<file path="src/pkg/crefc_consts.svh">
// Register addresses, pages, field positions and reset values for the current reference control.
`ifndef CREFC_CONSTS_SVH
`define CREFC_CONSTS_SVH

`define CREFC_REG_ADDR       8'hb9
`define CREFC_PAGE_CTRL      4'h0
`define CREFC_PAGE_CFG       4'hf
`define CREFC_CTRL_RESET     8'h00
`define CREFC_CFG_RESET      8'h00
`define CREFC_CTRL_SINK_BIT  7
`define CREFC_CTRL_RANGE_BIT 6
`define CREFC_CTRL_STEP_MSB  5
`define CREFC_CFG_EN_BIT     7
`define CREFC_CFG_SEL_MSB    2
`define CREFC_CHANNELS       6
`define CREFC_FINE_WEIGHT    7'h02
`define CREFC_STEP_LOW_UA    4'h1
`define CREFC_STEP_HIGH_UA   4'h8

`endif

</file>
<file path="src/pkg/crefc_pkg.sv">
// Types shared by the current reference control modules.
package crefc_pkg;

  typedef enum logic {
    CREFC_SOURCE,
    CREFC_SINK
  } crefc_dir_type;

  typedef enum logic {
    CREFC_RANGE_LOW,
    CREFC_RANGE_HIGH
  } crefc_range_type;

  typedef enum logic [1:0] {
    CREFC_ST_OFF,
    CREFC_ST_COARSE,
    CREFC_ST_FINE
  } crefc_state_type;

endpackage

</file>
<file path="src/pkg/crefc_fine_if.sv">
// Fine-tune routing signals passed between the control core and the channel selector.
`timescale 1ns/10ps
interface crefc_fine_if;
  logic       enable;
  logic [2:0] select;
  logic       fine_on;

  modport ctrl (
    output enable,
    output select,
    input  fine_on
  );

  modport sel (
    input  enable,
    input  select,
    output fine_on
  );
endinterface

</file>
<file path="src/logic/crefc_fine_select.sv">
// Selects one counter channel output as the fine-tune gate.
`timescale 1ns/10ps
`include "crefc_consts.svh"
module crefc_fine_select #(
  parameter int NUM_CHANNELS = `CREFC_CHANNELS
) (
  // Clock and reset.
  input  wire logic                    i_clk,
  input  wire logic                    i_nrst,
  // Counter channel outputs.
  input  wire logic [NUM_CHANNELS-1:0] i_counter_channel_output,
  // Link to the control core.
  crefc_fine_if.sel                    fine
);
  import crefc_pkg::*;

  logic fine_reg;
  logic fine_next;
  logic [NUM_CHANNELS-1:0] hit;

  // =====================================================
  // Channel decode
  // =====================================================
  genvar g;
  generate
    for (g = 0; g < NUM_CHANNELS; g++) begin : g_ch
      assign hit[g] = (fine.select == 3'(g)) & i_counter_channel_output[g];
    end
  endgenerate

  // Reserved codes match no channel and disabled mode forces off.
  assign fine_next = fine.enable & (|hit);

  always_ff @(posedge i_clk) begin
    if (!i_nrst) begin
      fine_reg <= 1'b0;
    end else begin
      fine_reg <= fine_next;
    end
  end

  assign fine.fine_on = fine_reg;

  AST_FINE_OFF_WHEN_DISABLED: assert property (@(posedge i_clk) disable iff (!i_nrst)
    !fine.enable |=> !fine.fine_on) else $error("fine gate on while disabled");
  AST_RESERVED_NO_FINE: assert property (@(posedge i_clk) disable iff (!i_nrst)
    (fine.select > 3'h5) |=> !fine.fine_on) else $error("reserved code drove fine");
endmodule

</file>
<file path="src/logic/crefc_top.sv">
// Control logic of the programmable current reference with fine-tune mode.
//
// Contract
// - Control bit 7 selects source when clear and sink when set.
// - Control bit 6 selects 1 uA steps when clear and 8 uA steps when set.
// - Control bits 5:0 hold the step count and magnitude is step size times count.
// - A zero step count puts the reference into its low power state.
// - In enhanced mode the selected channel output gates an extra two-LSB source.
// - With low bits 00b a constantly high fine signal equals low bits 10b.
// - Configuration bit 7 enables enhanced fine-tune mode.
// - Configuration bits 2:0 pick channel 0 to 5 and other codes are reserved.
// - Configuration bits 6:3 read as zero and ignore writes.
// - Address 0xb9 holds the control register on page 0x0 and configuration on page 0xf.
`timescale 1ns/10ps
`include "crefc_consts.svh"
module crefc_top #(
  parameter int NUM_CHANNELS = `CREFC_CHANNELS
) (
  // Clock and reset.
  input  wire logic                    i_clk,
  input  wire logic                    i_nrst,
  // Special function register bus.
  input  wire logic [7:0]              i_sfr_addr,
  input  wire logic [3:0]              i_sfr_page,
  input  wire logic                    i_sfr_wr,
  input  wire logic                    i_sfr_rd,
  input  wire logic [7:0]              i_sfr_wdata,
  output logic      [7:0]              o_sfr_rdata,
  output logic                         o_sfr_hit,
  // Counter array channel outputs.
  input  wire logic [NUM_CHANNELS-1:0] i_counter_channel_output,
  // Controls to the analog current cell.
  output crefc_pkg::crefc_dir_type     o_direction,
  output crefc_pkg::crefc_range_type   o_output_range_select,
  output logic      [5:0]              o_current_step_count,
  output logic                         o_current_reference_on,
  output logic                         o_fine_source_on,
  output crefc_pkg::crefc_state_type   o_state,
  // Effective magnitude in microamps, for monitoring.
  output logic      [9:0]              o_magnitude_ua
);
  import crefc_pkg::*;

  logic [7:0]      ctrl_reg;
  logic            cfg_en_reg;
  logic [2:0]      cfg_sel_reg;
  logic [7:0]      rdata_reg;
  logic [7:0]      rdata_next;
  logic [9:0]      mag_reg;
  logic [9:0]      mag_next;
  crefc_state_type state_reg;
  crefc_state_type state_next;
  logic            ctrl_sel;
  logic            cfg_sel;
  logic [6:0]      eff_steps;
  logic [3:0]      step_ua;

  crefc_fine_if fine ();

  // =====================================================
  // Register decode
  // =====================================================
  function automatic logic page_match(input logic [7:0] addr, input logic [3:0] page,
                                      input logic [3:0] want);
    page_match = (addr == `CREFC_REG_ADDR) && (page == want);
  endfunction

  assign ctrl_sel = page_match(i_sfr_addr, i_sfr_page, `CREFC_PAGE_CTRL);
  assign cfg_sel  = page_match(i_sfr_addr, i_sfr_page, `CREFC_PAGE_CFG);
  assign o_sfr_hit = (i_sfr_rd | i_sfr_wr) & (ctrl_sel | cfg_sel);

  // =====================================================
  // Control register
  // =====================================================
  always_ff @(posedge i_clk) begin
    if (!i_nrst) begin
      ctrl_reg <= `CREFC_CTRL_RESET;
    end else if (i_sfr_wr && ctrl_sel) begin
      ctrl_reg <= i_sfr_wdata;
    end
  end

  // =====================================================
  // Configuration register
  // =====================================================
  always_ff @(posedge i_clk) begin
    if (!i_nrst) begin
      cfg_en_reg  <= 1'(`CREFC_CFG_RESET >> `CREFC_CFG_EN_BIT);
      cfg_sel_reg <= 3'(`CREFC_CFG_RESET);
    end else if (i_sfr_wr && cfg_sel) begin
      cfg_en_reg  <= i_sfr_wdata[`CREFC_CFG_EN_BIT];
      cfg_sel_reg <= i_sfr_wdata[`CREFC_CFG_SEL_MSB:0];
    end
  end

  // =====================================================
  // Read data
  // =====================================================
  always_comb begin
    rdata_next = 8'h00;
    if (ctrl_sel) begin
      rdata_next = ctrl_reg;
    end else if (cfg_sel) begin
      rdata_next = {cfg_en_reg, 4'h0, cfg_sel_reg};
    end
  end

  always_ff @(posedge i_clk) begin
    if (!i_nrst) begin
      rdata_reg <= 8'h00;
    end else if (i_sfr_rd) begin
      rdata_reg <= rdata_next;
    end
  end

  assign o_sfr_rdata = rdata_reg;

  // =====================================================
  // Fine-tune channel routing
  // =====================================================
  assign fine.enable = cfg_en_reg;
  assign fine.select = cfg_sel_reg;

  crefc_fine_select #(
    .NUM_CHANNELS(NUM_CHANNELS)
  ) u_fine_select (
    .i_clk                   (i_clk),
    .i_nrst                  (i_nrst),
    .i_counter_channel_output(i_counter_channel_output),
    .fine                    (fine)
  );

  // =====================================================
  // Output state
  // =====================================================
  always_comb begin
    state_next = CREFC_ST_OFF;
    if (ctrl_reg[`CREFC_CTRL_STEP_MSB:0] != 6'h00) begin
      state_next = fine.fine_on ? CREFC_ST_FINE : CREFC_ST_COARSE;
    end
  end

  always_ff @(posedge i_clk) begin
    if (!i_nrst) begin
      state_reg <= CREFC_ST_OFF;
    end else begin
      state_reg <= state_next;
    end
  end

  // Fine source adds two LSBs of weight; zero count keeps it dark.
  always_comb begin
    step_ua   = ctrl_reg[`CREFC_CTRL_RANGE_BIT] ? `CREFC_STEP_HIGH_UA : `CREFC_STEP_LOW_UA;
    eff_steps = {1'b0, ctrl_reg[`CREFC_CTRL_STEP_MSB:0]};
    case (state_next)
      CREFC_ST_FINE: eff_steps = eff_steps + `CREFC_FINE_WEIGHT;
      CREFC_ST_COARSE: eff_steps = eff_steps;
      CREFC_ST_OFF: eff_steps = 7'h00;
      default: eff_steps = 7'h00;
    endcase
    mag_next = 10'(eff_steps * step_ua);
  end

  always_ff @(posedge i_clk) begin
    if (!i_nrst) begin
      mag_reg <= 10'h000;
    end else begin
      mag_reg <= mag_next;
    end
  end

  assign o_direction            = crefc_dir_type'(ctrl_reg[`CREFC_CTRL_SINK_BIT]);
  assign o_output_range_select  = crefc_range_type'(ctrl_reg[`CREFC_CTRL_RANGE_BIT]);
  assign o_current_step_count   = ctrl_reg[`CREFC_CTRL_STEP_MSB:0];
  assign o_current_reference_on = (state_reg != CREFC_ST_OFF);
  assign o_fine_source_on       = (state_reg == CREFC_ST_FINE);
  assign o_state                = state_reg;
  assign o_magnitude_ua         = mag_reg;

  // =====================================================
  // Assertions
  // =====================================================
  AST_ZERO_COUNT_OFF: assert property (@(posedge i_clk) disable iff (!i_nrst)
    (ctrl_reg[5:0] == 6'h00) |=> !o_current_reference_on && o_magnitude_ua == 10'h000)
    else $error("zero count did not power down");
  AST_DIR_FOLLOWS_WRITE: assert property (@(posedge i_clk) disable iff (!i_nrst)
    (i_sfr_wr && ctrl_sel) |=> (o_direction == crefc_dir_type'($past(i_sfr_wdata[7]))))
    else $error("direction not taken from bit 7");
  AST_RANGE_FOLLOWS_WRITE: assert property (@(posedge i_clk) disable iff (!i_nrst)
    (i_sfr_wr && ctrl_sel) |=> (o_output_range_select ==
    crefc_range_type'($past(i_sfr_wdata[6])))) else $error("range not taken from bit 6");
  AST_STEP_FOLLOWS_WRITE: assert property (@(posedge i_clk) disable iff (!i_nrst)
    (i_sfr_wr && ctrl_sel) |=> (o_current_step_count == $past(i_sfr_wdata[5:0])))
    else $error("step count not taken from bits 5 to 0");
  AST_COARSE_MAG: assert property (@(posedge i_clk) disable iff (!i_nrst)
    (state_next == CREFC_ST_COARSE) |=> o_magnitude_ua ==
    10'($past(ctrl_reg[5:0]) * (($past(ctrl_reg[6])) ? 8 : 1)))
    else $error("coarse magnitude wrong");
  AST_HIGH_STEP_MULT: assert property (@(posedge i_clk) disable iff (!i_nrst)
    (state_next != CREFC_ST_OFF && ctrl_reg[6]) |=> (o_magnitude_ua[2:0] == 3'h0))
    else $error("high range magnitude not a multiple of eight");
  AST_FINE_MAG: assert property (@(posedge i_clk) disable iff (!i_nrst)
    (state_next == CREFC_ST_FINE) |=> o_magnitude_ua ==
    10'(({1'b0, $past(ctrl_reg[5:0])} + 7'h02) * (($past(ctrl_reg[6])) ? 8 : 1)))
    else $error("fine source did not add two steps");
  AST_FINE_EQ_TEN: assert property (@(posedge i_clk) disable iff (!i_nrst)
    (state_next == CREFC_ST_FINE && ctrl_reg[1:0] == 2'b00) |=> o_magnitude_ua ==
    10'({1'b0, $past(ctrl_reg[5:2]), 2'b10} * (($past(ctrl_reg[6])) ? 8 : 1)))
    else $error("fine weight not two LSBs");
  AST_MAG_OFF_WHEN_OFF: assert property (@(posedge i_clk) disable iff (!i_nrst)
    (o_state == CREFC_ST_OFF) |-> (o_magnitude_ua == 10'h000))
    else $error("magnitude nonzero in low power state");
  AST_ON_MAG_NONZERO: assert property (@(posedge i_clk) disable iff (!i_nrst)
    o_current_reference_on |-> (o_magnitude_ua != 10'h000))
    else $error("reference on with zero magnitude");
  // The reset qualifier keeps the check from looking back across a reset edge.
  AST_ON_FOLLOWS_COUNT: assert property (@(posedge i_clk) disable iff (!i_nrst)
    ($past(i_nrst) && $past(o_current_step_count) != 6'h00) |-> o_current_reference_on)
    else $error("nonzero count left reference off");
  AST_FINE_NEEDS_COUNT: assert property (@(posedge i_clk) disable iff (!i_nrst)
    o_fine_source_on |-> ($past(o_current_step_count) != 6'h00))
    else $error("fine source on with zero count");
  AST_FINE_STATE_FROM_GATE: assert property (@(posedge i_clk) disable iff (!i_nrst)
    (o_state == CREFC_ST_FINE) |-> $past(fine.fine_on))
    else $error("fine state without fine gate");
  AST_COARSE_STATE_NO_GATE: assert property (@(posedge i_clk) disable iff (!i_nrst)
    (o_state == CREFC_ST_COARSE) |-> !$past(fine.fine_on))
    else $error("coarse state while fine gate on");
  AST_FINE_NEEDS_EN: assert property (@(posedge i_clk) disable iff (!i_nrst)
    !cfg_en_reg [*3] |-> !o_fine_source_on)
    else $error("fine source on with mode disabled");
  AST_ROUTE_CHANNEL: assert property (@(posedge i_clk) disable iff (!i_nrst)
    (cfg_en_reg && cfg_sel_reg < 3'h6 && i_counter_channel_output[cfg_sel_reg]
    && $stable(cfg_sel_reg) && $stable(cfg_en_reg)) |=> fine.fine_on)
    else $error("selected channel not routed");
  // The gate and the state register give two edges from select to output.
  AST_RESERVED_DARK: assert property (@(posedge i_clk) disable iff (!i_nrst)
    (cfg_sel_reg > 3'h5) |-> ##2 !o_fine_source_on)
    else $error("reserved select lit the fine source");

  // =====================================================
  // Register bus assertions
  // =====================================================
  AST_HIT_DECODE: assert property (@(posedge i_clk) disable iff (!i_nrst)
    o_sfr_hit == ((i_sfr_rd || i_sfr_wr) && i_sfr_addr == `CREFC_REG_ADDR
    && (i_sfr_page == `CREFC_PAGE_CTRL || i_sfr_page == `CREFC_PAGE_CFG)))
    else $error("register hit decode wrong");
  AST_PAGE_SEPARATE: assert property (@(posedge i_clk) disable iff (!i_nrst)
    (i_sfr_wr && cfg_sel) |=> $stable(ctrl_reg))
    else $error("config write hit control register");
  AST_CTRL_HOLDS: assert property (@(posedge i_clk) disable iff (!i_nrst)
    !(i_sfr_wr && ctrl_sel) |=> $stable(ctrl_reg))
    else $error("control register changed without a write");
  AST_CFG_HOLDS: assert property (@(posedge i_clk) disable iff (!i_nrst)
    !(i_sfr_wr && cfg_sel) |=> $stable({cfg_en_reg, cfg_sel_reg}))
    else $error("config register changed without a write");
  AST_EN_FOLLOWS_WRITE: assert property (@(posedge i_clk) disable iff (!i_nrst)
    (i_sfr_wr && cfg_sel) |=> (cfg_en_reg == $past(i_sfr_wdata[7])))
    else $error("fine enable not taken from bit 7");
  AST_SEL_FOLLOWS_WRITE: assert property (@(posedge i_clk) disable iff (!i_nrst)
    (i_sfr_wr && cfg_sel) |=> (cfg_sel_reg == $past(i_sfr_wdata[2:0])))
    else $error("fine select not taken from bits 2 to 0");
  AST_CTRL_READBACK: assert property (@(posedge i_clk) disable iff (!i_nrst)
    (i_sfr_rd && ctrl_sel) |=> (o_sfr_rdata == $past(ctrl_reg)))
    else $error("control read data wrong");
  AST_CFG_READBACK: assert property (@(posedge i_clk) disable iff (!i_nrst)
    (i_sfr_rd && cfg_sel) |=> (o_sfr_rdata[7] == $past(cfg_en_reg)
    && o_sfr_rdata[2:0] == $past(cfg_sel_reg)))
    else $error("config read data wrong");
  AST_CFG_READ_ZERO: assert property (@(posedge i_clk) disable iff (!i_nrst)
    (i_sfr_rd && cfg_sel) |=> o_sfr_rdata[6:3] == 4'h0)
    else $error("unused config bits read nonzero");
  AST_UNMAPPED_READ_ZERO: assert property (@(posedge i_clk) disable iff (!i_nrst)
    (i_sfr_rd && !ctrl_sel && !cfg_sel) |=> (o_sfr_rdata == 8'h00))
    else $error("unmapped read returned data");
  AST_RDATA_HOLDS: assert property (@(posedge i_clk) disable iff (!i_nrst)
    !i_sfr_rd |=> $stable(o_sfr_rdata))
    else $error("read data changed without a read");
  // Reset itself is watched here, so no reset disable applies.
  AST_RESET_CLEARS: assert property (@(posedge i_clk)
    !i_nrst |=> (ctrl_reg == `CREFC_CTRL_RESET && {cfg_en_reg, 4'h0, cfg_sel_reg} ==
    `CREFC_CFG_RESET && o_sfr_rdata == 8'h00 && o_state == CREFC_ST_OFF))
    else $error("reset did not clear the registers");

  // =====================================================
  // Coverage
  // =====================================================
  COV_FINE_ACTIVE: cover property (@(posedge i_clk) disable iff (!i_nrst)
    o_fine_source_on);
  COV_SINK_HIGH: cover property (@(posedge i_clk) disable iff (!i_nrst)
    o_direction == CREFC_SINK && o_output_range_select == CREFC_RANGE_HIGH);
  COV_DISABLE_WRITE: cover property (@(posedge i_clk) disable iff (!i_nrst)
    o_current_reference_on ##1 (i_sfr_wr && ctrl_sel && i_sfr_wdata == 8'h00));
  COV_RESERVED_SELECT: cover property (@(posedge i_clk) disable iff (!i_nrst)
    cfg_en_reg && cfg_sel_reg > 3'h5);
  COV_FINE_FULL_SCALE: cover property (@(posedge i_clk) disable iff (!i_nrst)
    o_fine_source_on && o_current_step_count == 6'h3f
    && o_output_range_select == CREFC_RANGE_HIGH);
endmodule

</file>
<file path="config.mk">
export PLATFORM = sky130hd
export DESIGN_NAME = crefc_top
export DESIGN_NICKNAME = d
export VERILOG_FILES = /design/src/pkg/crefc_pkg.sv /design/src/pkg/crefc_fine_if.sv /design/src/logic/crefc_fine_select.sv /design/src/logic/crefc_top.sv
export VERILOG_INCLUDE_DIRS = /design/src /design/src/pkg
export SDC_FILE = /design/constraint.sdc
export NUM_CORES = 1
export LEC_CHECK = 0
export BUFFER_PORTS_ARGS = -buffer_cell sky130_fd_sc_hd__buf_4
export CAP_MARGIN = 20
export CELL_PAD_IN_SITES_DETAIL_PLACEMENT = 0
export CELL_PAD_IN_SITES_GLOBAL_PLACEMENT = 1
export CORE_MARGIN = 2
export CORE_UTILIZATION = 35
export CTS_CLUSTER_DIAMETER = 30
export DETAILED_ROUTE_END_ITERATION = 16
export PLACE_DENSITY_LB_ADDON = 0.1
export SLEW_MARGIN = 40
export SYNTH_ARGS = -nofsm -noshare
export SYNTH_HDL_FRONTEND = slang
export SYNTH_SLANG_ARGS = --single-unit
</file>
<file path="constraint.sdc">
create_clock -name i_clk -period 3.2 [get_ports i_clk]
set_clock_uncertainty 0.1 [all_clocks]
set_input_delay 0.48 -clock i_clk [delete_from_list [all_inputs] [get_ports i_clk]]
set_output_delay 0.48 -clock i_clk [all_outputs]
set_load 0.01 [all_outputs]
</file>
### Word-level counts from Yosys, hierarchy flattened

Index checks and enable logic that the tools add are counted.

* register bits after elaboration: 33
* word-level logic and storage cells: 44

* add/subtract/negate cells: 1
* multipliers: 1
* eq/ne operators: 10
* mux-type cells: 6
* bitwise logic cells: 10
* reductions and logical operators: 9

Operators with widths (count)
* $mux 8: 2
* $pmux 7 s2: 1
* $mul 7x4->10: 1
* $and 1x1->1: 8
* $eq 8x8->1 const B: 1
* $add 6x2->7 const B: 1
* $eq 3x2->1 const B: 2
* $eq 3x3->1 const B: 2
* $reduce_bool 6->1: 1
* $reduce_or 6->1: 1
* $eq 2x2->1 const B: 2
* $eq 4x4->1 const B: 1
* $logic_and 1x1->1: 4
* $logic_not 4->1: 1
* $mux 2: 2
* $mux 4: 1
* $eq 3x1->1 const B: 1
* $logic_not 3->1: 1
* $eq 2x1->1 const B: 1
* $or 1x1->1: 2
* $reduce_bool 2->1: 1

### Logic depth before layout (Yosys ltp)

Gate-level depths: netlist (run 1).

* depth in word-level cells: 5
* depth in mapped cells: 13
* gate-level depth less buffers: 13

### Cells and area by module

From an unflattened synthesis (run 1), not the netlist that was laid out.

* cell total of the unflattened synthesis: 182
* area total of the unflattened synthesis: 1607.8 um^2

By module, submodules not included
* crefc_top: instances 1, cells each 176, area each 1531.5 um^2, sequential area each 640.6 um^2
* crefc_fine_select: instances 1, cells each 6, area each 76.3 um^2, sequential area each 20.0 um^2

### Least setup slack after synthesis (run 1)

No wires, ideal clock.

* path kind: register -> register
* start point: reg ctrl_reg[2]
* end point: reg mag_reg[8], in the netlist o_magnitude_ua[8]
* arrival: 2326 ps
* setup slack: 643 ps
* stages on the path, launching flop included: 13
* path buffers: 0
* clock period less this slack: 2557 ps
* cell sequence: dfxtp_1 -> nor4_1 -> a211oi_1 -> a21oi_1 -> nor2b_1 -> ha_1 -> ha_1 -> inv_1 -> fa_1 -> nor2b_1 -> o21a_1 -> o211a_1 -> nor3_1

* cells in the longest elaborated chain, start to end: 5
* elaborated cells between the ends (all ways): 7
* classes of those cells: add/sub: 1; mul: 1; eq/ne: 2; mux: 2; reduce/logical: 1

Ends and longest elaborated chain
* start, declared: line crefc_top.sv:44 `logic [7:0] ctrl_reg;`
* start signal, assigned: line crefc_top.sv:77 `` ctrl_reg <= `CREFC_CTRL_RESET; ``
* start signal, assigned: line crefc_top.sv:79 `ctrl_reg <= i_sfr_wdata;`
* branches (longest 3 deep; another with $add 6x2->7)
* $pmux 7 s2 *: line crefc_top.sv:155 `case (state_next)`
* $mul 7x4->10 *: line crefc_top.sv:161 `mag_next = 10'(eff_steps * step_ua);`
* end signal, assigned: line crefc_top.sv:168 `mag_reg <= mag_next;`
* end, declared: line crefc_top.sv:49 `logic [9:0] mag_reg;`

Mark *: on every way between the ends.
A chain may end at the register's enable or synchronous reset.

### Worst setup path after layout (run 1)

* start point: reg ctrl_reg[3]
* end point: reg mag_reg[8], in the netlist o_magnitude_ua[8]

The elaborated chain is that of the path after synthesis.

==> results.cfg, run 1 <==
[finish]
antenna_cells = 0
fill_cells = 455
area_growth_pct = 36.50
nNetsFinal = 280
fin_area_um2 = 2246
drive_above_1_share = 0.3580
largest_register_ffs = 10

[cts]
clk-insertion-delay-late_ns = 0.29
clockBufferDepth = 2
ctsResizeCount = 0
clkTransAtPathRegs_ns = 0.07
h-tree-depth = 2
clockRootBuffer = clkbuf_8
tritoncts = built
clkSinkCount = 33
cts_hold_buf = 0
cts_buffers = 5
post_cts_buffers = 0

[yosys]
synth.top_cells.by_area = dfxtp_1 (40%), ha_1 (5.3%), o21ai_2 (4.3%)
ys.flop_type = dfxtp_1
synth_cell_types = 41
synth_most_common_cell = dfxtp_1
syn_avg_cell_area_um2 = 9.090
ys_seq_elements = 33
ys_seq_area_frac = 0.4015
synth_edf_count = 0
syn_inst = 181
yosysTopAreaCell = dfxtp_1
async_reset_ff_frac = 0
ys_warn_count = 0
synth_common_cells = dfxtp_1 (33), nand2_1 (18), nor2_1 (18)
synth_top_area_frac = 0.4015
syn-cell-area_um2 = 1645

[flow_run]
timing.max_cap.violations = 0

[sta]
slew_violations = 0
slew_headroom = 0.5688
max_freq_ghz = 0.3627
period_share = 0.8616
setup_viol = 0
period_needed_ns = 2.757
tns_ns = 0
rsz0062_at_grt = false
tightestPinTransition_ns = 0.6419
hold_viol_final = 0

[worst_setup_path]
crit_path_start_kind = register
crit_path_end_kind = register
cp.arrival_ns = 2.82
critPathRequiredTime_ns = 3.27
critPathKind = reg2reg
worstPathMaxFanout = 7

[detailed_routing]
routed_wl_um = 3834
viasPerCell = 4.980
drt_pre_antenna_iters = 4
dr_wl_met3_um = 256
ant_nets = 0
drcViolationCount = 0
highest_layer = met4
first_iter_violations = 72
vias = 1469
dr_wl_met2_um = 1628
drt-met1-wl_um = 1876
wire_per_inst_um = 13.00

[global_routing]
grt-ovfl-total = 0
antenna_found_initial = 0
grt_pass1_wl_um = 6375
grt_pass1_vias = 1372
grtUsageTotal = 0.1579
grt_max_degree = 31

[placement]
placed_area_um2 = 2130
gp_congestion = 0.7094
dpl.hpwl_um = 2904
portBuffers = 60

[hold_path]
min_path_type = in2reg

[floorplanning]
die_area_um2 = 5266
fp.dieW_um = 72.57
start_util = 0.3702
ios = 61
fp.dieH_um = 72.57
num_rows = 24
core-area_um2 = 4444

[pwr]
p_per_area_nw_per_um2 = 391.8
pwr-share-seq = 0.468
peakVddDrop_mv = 0.2082
p_leak_nw = 0.9952
internal-power_mw = 0.6965
p_clk_frac = 0.466
swShare = 0.2085
p_sw_mw = 0.1834
comb_power_share = 0.065

[run_status]
status = completed
path summary, 6_finish.rpt:
path / from / to / slack, ns / depth (start not counted)
max: ctrl_reg[3]$_SDFFE_PN0P_ / o_magnitude_ua[8]$_SDFF_PN0_ / 0.44 / 12
min: i_sfr_wdata[4] / ctrl_reg[4]$_SDFFE_PN0P_ / 0.33 / 3
max reg2reg: ctrl_reg[3]$_SDFFE_PN0P_ / o_magnitude_ua[8]$_SDFF_PN0_ / 0.44 / 12
min reg2reg: o_sfr_rdata[5]$_SDFFE_PN0P_ / o_sfr_rdata[5]$_SDFFE_PN0P_ / 0.37 / 2
power by group through the flow:
stage               Sequential, mW  Combinational (mW)  Clock (mW)
finish                       0.412              0.0574       0.410
global route                 0.412              0.0641       0.434
detailed placement           0.422              0.0582           0
floorplan                    0.422              0.0216           0
CTS                          0.412              0.0583       0.421
global placement             0.422              0.0587           0
worst max-delay path, cell delays in order, from the launching register on:
cell      delay [ns]
dfxtp_1         0.38
nor4_1          0.38
a211oi_1        0.12
a21oi_1         0.18
nor2b_1         0.08
ha_1            0.27
ha_1            0.19
inv_1           0.06
fa_1            0.37
nor2b_1         0.16
o21a_1          0.15
o211a_1         0.14
nor3_1          0.05
logic make-up after synthesis:
kind of cell             count (synthesis)  share of synthesized area
other                                    1                   0.002279
AO/OA/AOI/OAI                           38                     0.1688
XOR/XNOR                                 3                    0.01597
AND/OR/NAND/NOR                         79                     0.2662
adder cells (fa/ha/maj)                  8                    0.06540
multiplexers                             6                    0.04487
flip-flops                              33                     0.4015
buffers and inverters                   13                    0.03498
cell usage in the layout (no fill, tap or decap), types with 2 or more instances in the layout:
| cell | count |
|---|---|
| dfxtp_1 | 33 |
| nor2b_1 | 5 |
| nand3_2 | 2 |
| ha_1 | 7 |
| xnor2_1 | 2 |
| a21o_1 | 2 |
| or2_2 | 2 |
| a21oi_1 | 6 |
| nor2_1 | 18 |
| and3_1 | 2 |
| a22oi_1 | 4 |
| buf_4 | 60 |
| a2bb2oi_1 | 4 |
| mux2i_1 | 4 |
| nor3_1 | 2 |
| conb_1 | 2 |
| clkbuf_8 | 6 |
| nand4_1 | 7 |
| and2_1 | 4 |
| nand3_1 | 12 |
| a211oi_1 | 4 |
| o21ai_0 | 6 |
| nand2_1 | 18 |
| inv_1 | 6 |
| o21ai_2 | 8 |
layout make-up:
class                      count  area [um^2]  share of cell area
timing repair buffer          60        450.4              0.2006
multi-input combinational    136        930.9              0.4145
clock inverter                 1        30.03             0.01337
tap                           52        65.06             0.02897
inverter                       6        22.52             0.01003
sequential                    33        660.6              0.2942
clock buffer                   7        86.33             0.03844
through the flow:
| step | std cells | util | hold WS (ns) | setup slack (ns) | power, mW |
|---|---|---|---|---|---|
| detailed placement | 287 | 0.4792 | 0.3609 | 0.4456 | 0.4797 |
| global route | 295 | 0.5053 | 0.3541 | 0.09713 | 0.9104 |
| CTS | 295 | 0.5053 | 0.3287 | 0.4332 | 0.8911 |
| global placement | 287 | 0.4792 | 0.3527 | 0.5069 | 0.4803 |
| finish | 295 | 0.5053 | 0.3298 | 0.4429 | 0.8799 |
| floorplan | 182 | - | 0.3288 | 0.6429 | 0.4439 |
per-layer routing:
layer,vias to the layer above,GRT usage
met1,645,0.2145
met4,0,0.08025
met2,45,0.2283
li1,772,-
met3,7,0.04306
met5,-,0
Note: power is estimated with default switching activity, not from simulation.
==> run 2: changes to the inputs <==
--- a/config.mk
+++ b/config.mk
@@ -6,14 +6,14 @@
 export SDC_FILE = /design/constraint.sdc
 export NUM_CORES = 1
 export LEC_CHECK = 0
-export BUFFER_PORTS_ARGS = -buffer_cell sky130_fd_sc_hd__buf_4
 export CAP_MARGIN = 20
 export CELL_PAD_IN_SITES_DETAIL_PLACEMENT = 0
 export CELL_PAD_IN_SITES_GLOBAL_PLACEMENT = 1
 export CORE_MARGIN = 2
-export CORE_UTILIZATION = 35
+export CORE_UTILIZATION = 45
 export CTS_CLUSTER_DIAMETER = 30
 export DETAILED_ROUTE_END_ITERATION = 16
+export DONT_BUFFER_PORTS = 1
 export PLACE_DENSITY_LB_ADDON = 0.1
 export SLEW_MARGIN = 40
 export SYNTH_ARGS = -nofsm -noshare
==> run 2 against run 1 <==
Largest power group unchanged. Final cell count shrank 22%. Wire length shrank 7.4%. Highest routed layer unchanged. Combinational power shrank 66%.
==> results.cfg, run 2 (synthesis gave the netlist of run 1 again) <==
[run_status]
status = completed

[floorplanning]
num_rows = 21
start_util = 0.4817
fp.dieW_um = 64.47
ios = 61
fp.dieH_um = 64.47
die_area_um2 = 4156
core-area_um2 = 3416

[pwr]
p_leak_nw = 0.6733
p_per_area_nw_per_um2 = 432.6
peakVddDrop_mv = 0.1836

[cts]
clockRootBuffer = clkbuf_4
cts_buffers = 5
cts_hold_buf = 0
tritoncts = built
h-tree-depth = 2
clk-insertion-delay-late_ns = 0.33
clockBufferDepth = 2
clkSinkCount = 33
ctsResizeCount = 0
post_cts_buffers = 0
clkTransAtPathRegs_ns = 0.11

[global_routing]
antenna_found_initial = 0
grt_max_degree = 31
grt_pass1_vias = 1155
grtUsageTotal = 0.1799
grt_pass1_wl_um = 5775
grt-ovfl-total = 0

[worst_setup_path]
r2r_setup_slack_ns = 0.32
crit_path_end_kind = register
reg2reg_from = ctrl_reg[3]$_SDFFE_PN0P_
cp.arrival_ns = 2.99
path_cells = nor4_1 > a211oi_1 > a21oi_1 > nor2b_1 > ha_1 > ha_1 > inv_1 > fa_1 > nor2b_1 > o21a_1 > o211a_1 > nor3_1
critPathKind = reg2reg
reg2reg_to = o_magnitude_ua[8]$_SDFF_PN0_
critPathTopFamily = adder cells
worstPathMaxFanout = 7
crit_buf_inv = 1
worstRegToRegCells = 12
critPathRequiredTime_ns = 3.31
crit_path_start_kind = register
crit_path_max_incr_delay_ns = 0.43
slowest_stage = dfxtp_1

[finish]
area_growth_pct = 6.996
final_cell_mix = dfxtp_1 (33), nor2_1 (18), nand2_1 (18), nand3_1 (12), o21ai_2 (8)
largest_register_ffs = 10
drive_above_1_share = 0.1530
fill_cells = 352
final_common_cell = dfxtp_1
nNetsFinal = 220
antenna_cells = 0
final_util = 0.5154

[hold_path]
min_to = o_magnitude_ua[4]$_SDFF_PN0_
hp-start = i_nrst
holdPathStages = 1
min_path_type = in2reg

[sta]
max_freq_ghz = 0.3471
tns_ns = 0
setup_ws_ns = 0.3188
rsz0062_at_grt = false
slew_headroom = 0.5803
period_share = 0.9004
period_needed_ns = 2.881
tightestPinTransition_ns = 0.6288
hold_viol_final = 0
slew_violations = 0
setup_viol = 0

[detailed_routing]
dr_wl_met2_um = 1601
drt-met1-wl_um = 1626
first_iter_violations = 91
drt_pre_antenna_iters = 4
viasPerCell = 5.616
wire_per_inst_um = 15.50
highest_layer = met4
routed_wl_um = 3549
ant_nets = 0
vias = 1286
dr_wl_met3_um = 299
drcViolationCount = 0

[placement]
portBuffers = 0
place_ws_ns = 0.3639
gp_congestion = 0.8546
dpl.hpwl_um = 2715

[flow_run]
timing.max_cap.violations = 0
==> run 2: changes by cell type in the layout (fill, tap and decap cells not counted), sizes merged <==
cell | previous run | this run
clkbuf | 7 | 6
buf | 60 | 0
clkinvlp | 0 | 1
==> run 2: per-layer routing <==
| metal | vias to the layer above | global-route usage |
|---|---|---|
| met3 | 2 | 0.07465 |
| li1 | 650 | - |
| met1 | 588 | 0.2470 |
| met2 | 46 | 0.2565 |
| met5 | - | 0 |
| met4 | 0 | 0.05585 |
==> run 2: where the power goes <==
group          internal, mW  switching, mW  total (mW)
clock network         0.186          0.143       0.329
registers             0.412        0.00121       0.413
logic               0.00731         0.0124      0.0197
total                 0.605          0.157       0.762
==> run 2: final cells by class <==
class / count / area [um^2] / share of cell area
Clock buffer: 6 / 51.30 / 0.02914
Clock inverter: 2 / 37.54 / 0.02132
Sequential cell: 33 / 660.6 / 0.3753
Inverter: 6 / 22.52 / 0.01279
Tap cell: 46 / 57.56 / 0.03269
Multi-Input combinational cell: 136 / 930.9 / 0.5288
==> run 2: worst max path at each step <==
stage	slack (ns)	cells past startpoint	end	startpoint
after detailed placement	0.36	12	o_magnitude_ua[8]$_SDFF_PN0_	ctrl_reg[3]$_SDFFE_PN0P_
after global placement	0.47	10	o_magnitude_ua[9]$_SDFF_PN0_	ctrl_reg[1]$_SDFFE_PN0P_
after CTS	0.33	12	o_magnitude_ua[8]$_SDFF_PN0_	ctrl_reg[3]$_SDFFE_PN0P_
final	0.32	12	o_magnitude_ua[8]$_SDFF_PN0_	ctrl_reg[3]$_SDFFE_PN0P_
after global routing	0.06	12	o_magnitude_ua[8]$_SDFF_PN0_	ctrl_reg[3]$_SDFFE_PN0P_
after floorplan	0.64	12	o_magnitude_ua[8]$_SDFF_PN0_	ctrl_reg[2]$_SDFFE_PN0P_
==> run 2: metrics by stage <==
step	power, mW	cell area (um^2)	instances	hold WS, ns
finish	0.7616	1760	229	0.1675
CTS	0.7744	1760	229	0.1466
global route	0.7944	1760	229	0.1435
floorplan	0.4439	1649	182	0.3288
global placement	0.4419	1672	221	0.3643
detailed placement	0.4425	1672	221	0.3705
==> run 2: worst reg2reg max path, cell delays in order, from the launching register on <==
cell and delay (ns):
dfxtp_1 0.43, nor4_1 0.40, a211oi_1 0.13, a21oi_1 0.19, nor2b_1 0.08, ha_1 0.29, ha_1 0.20, inv_1 0.07
fa_1 0.37, nor2b_1 0.16, o21a_1 0.15, o211a_1 0.15, nor3_1 0.05
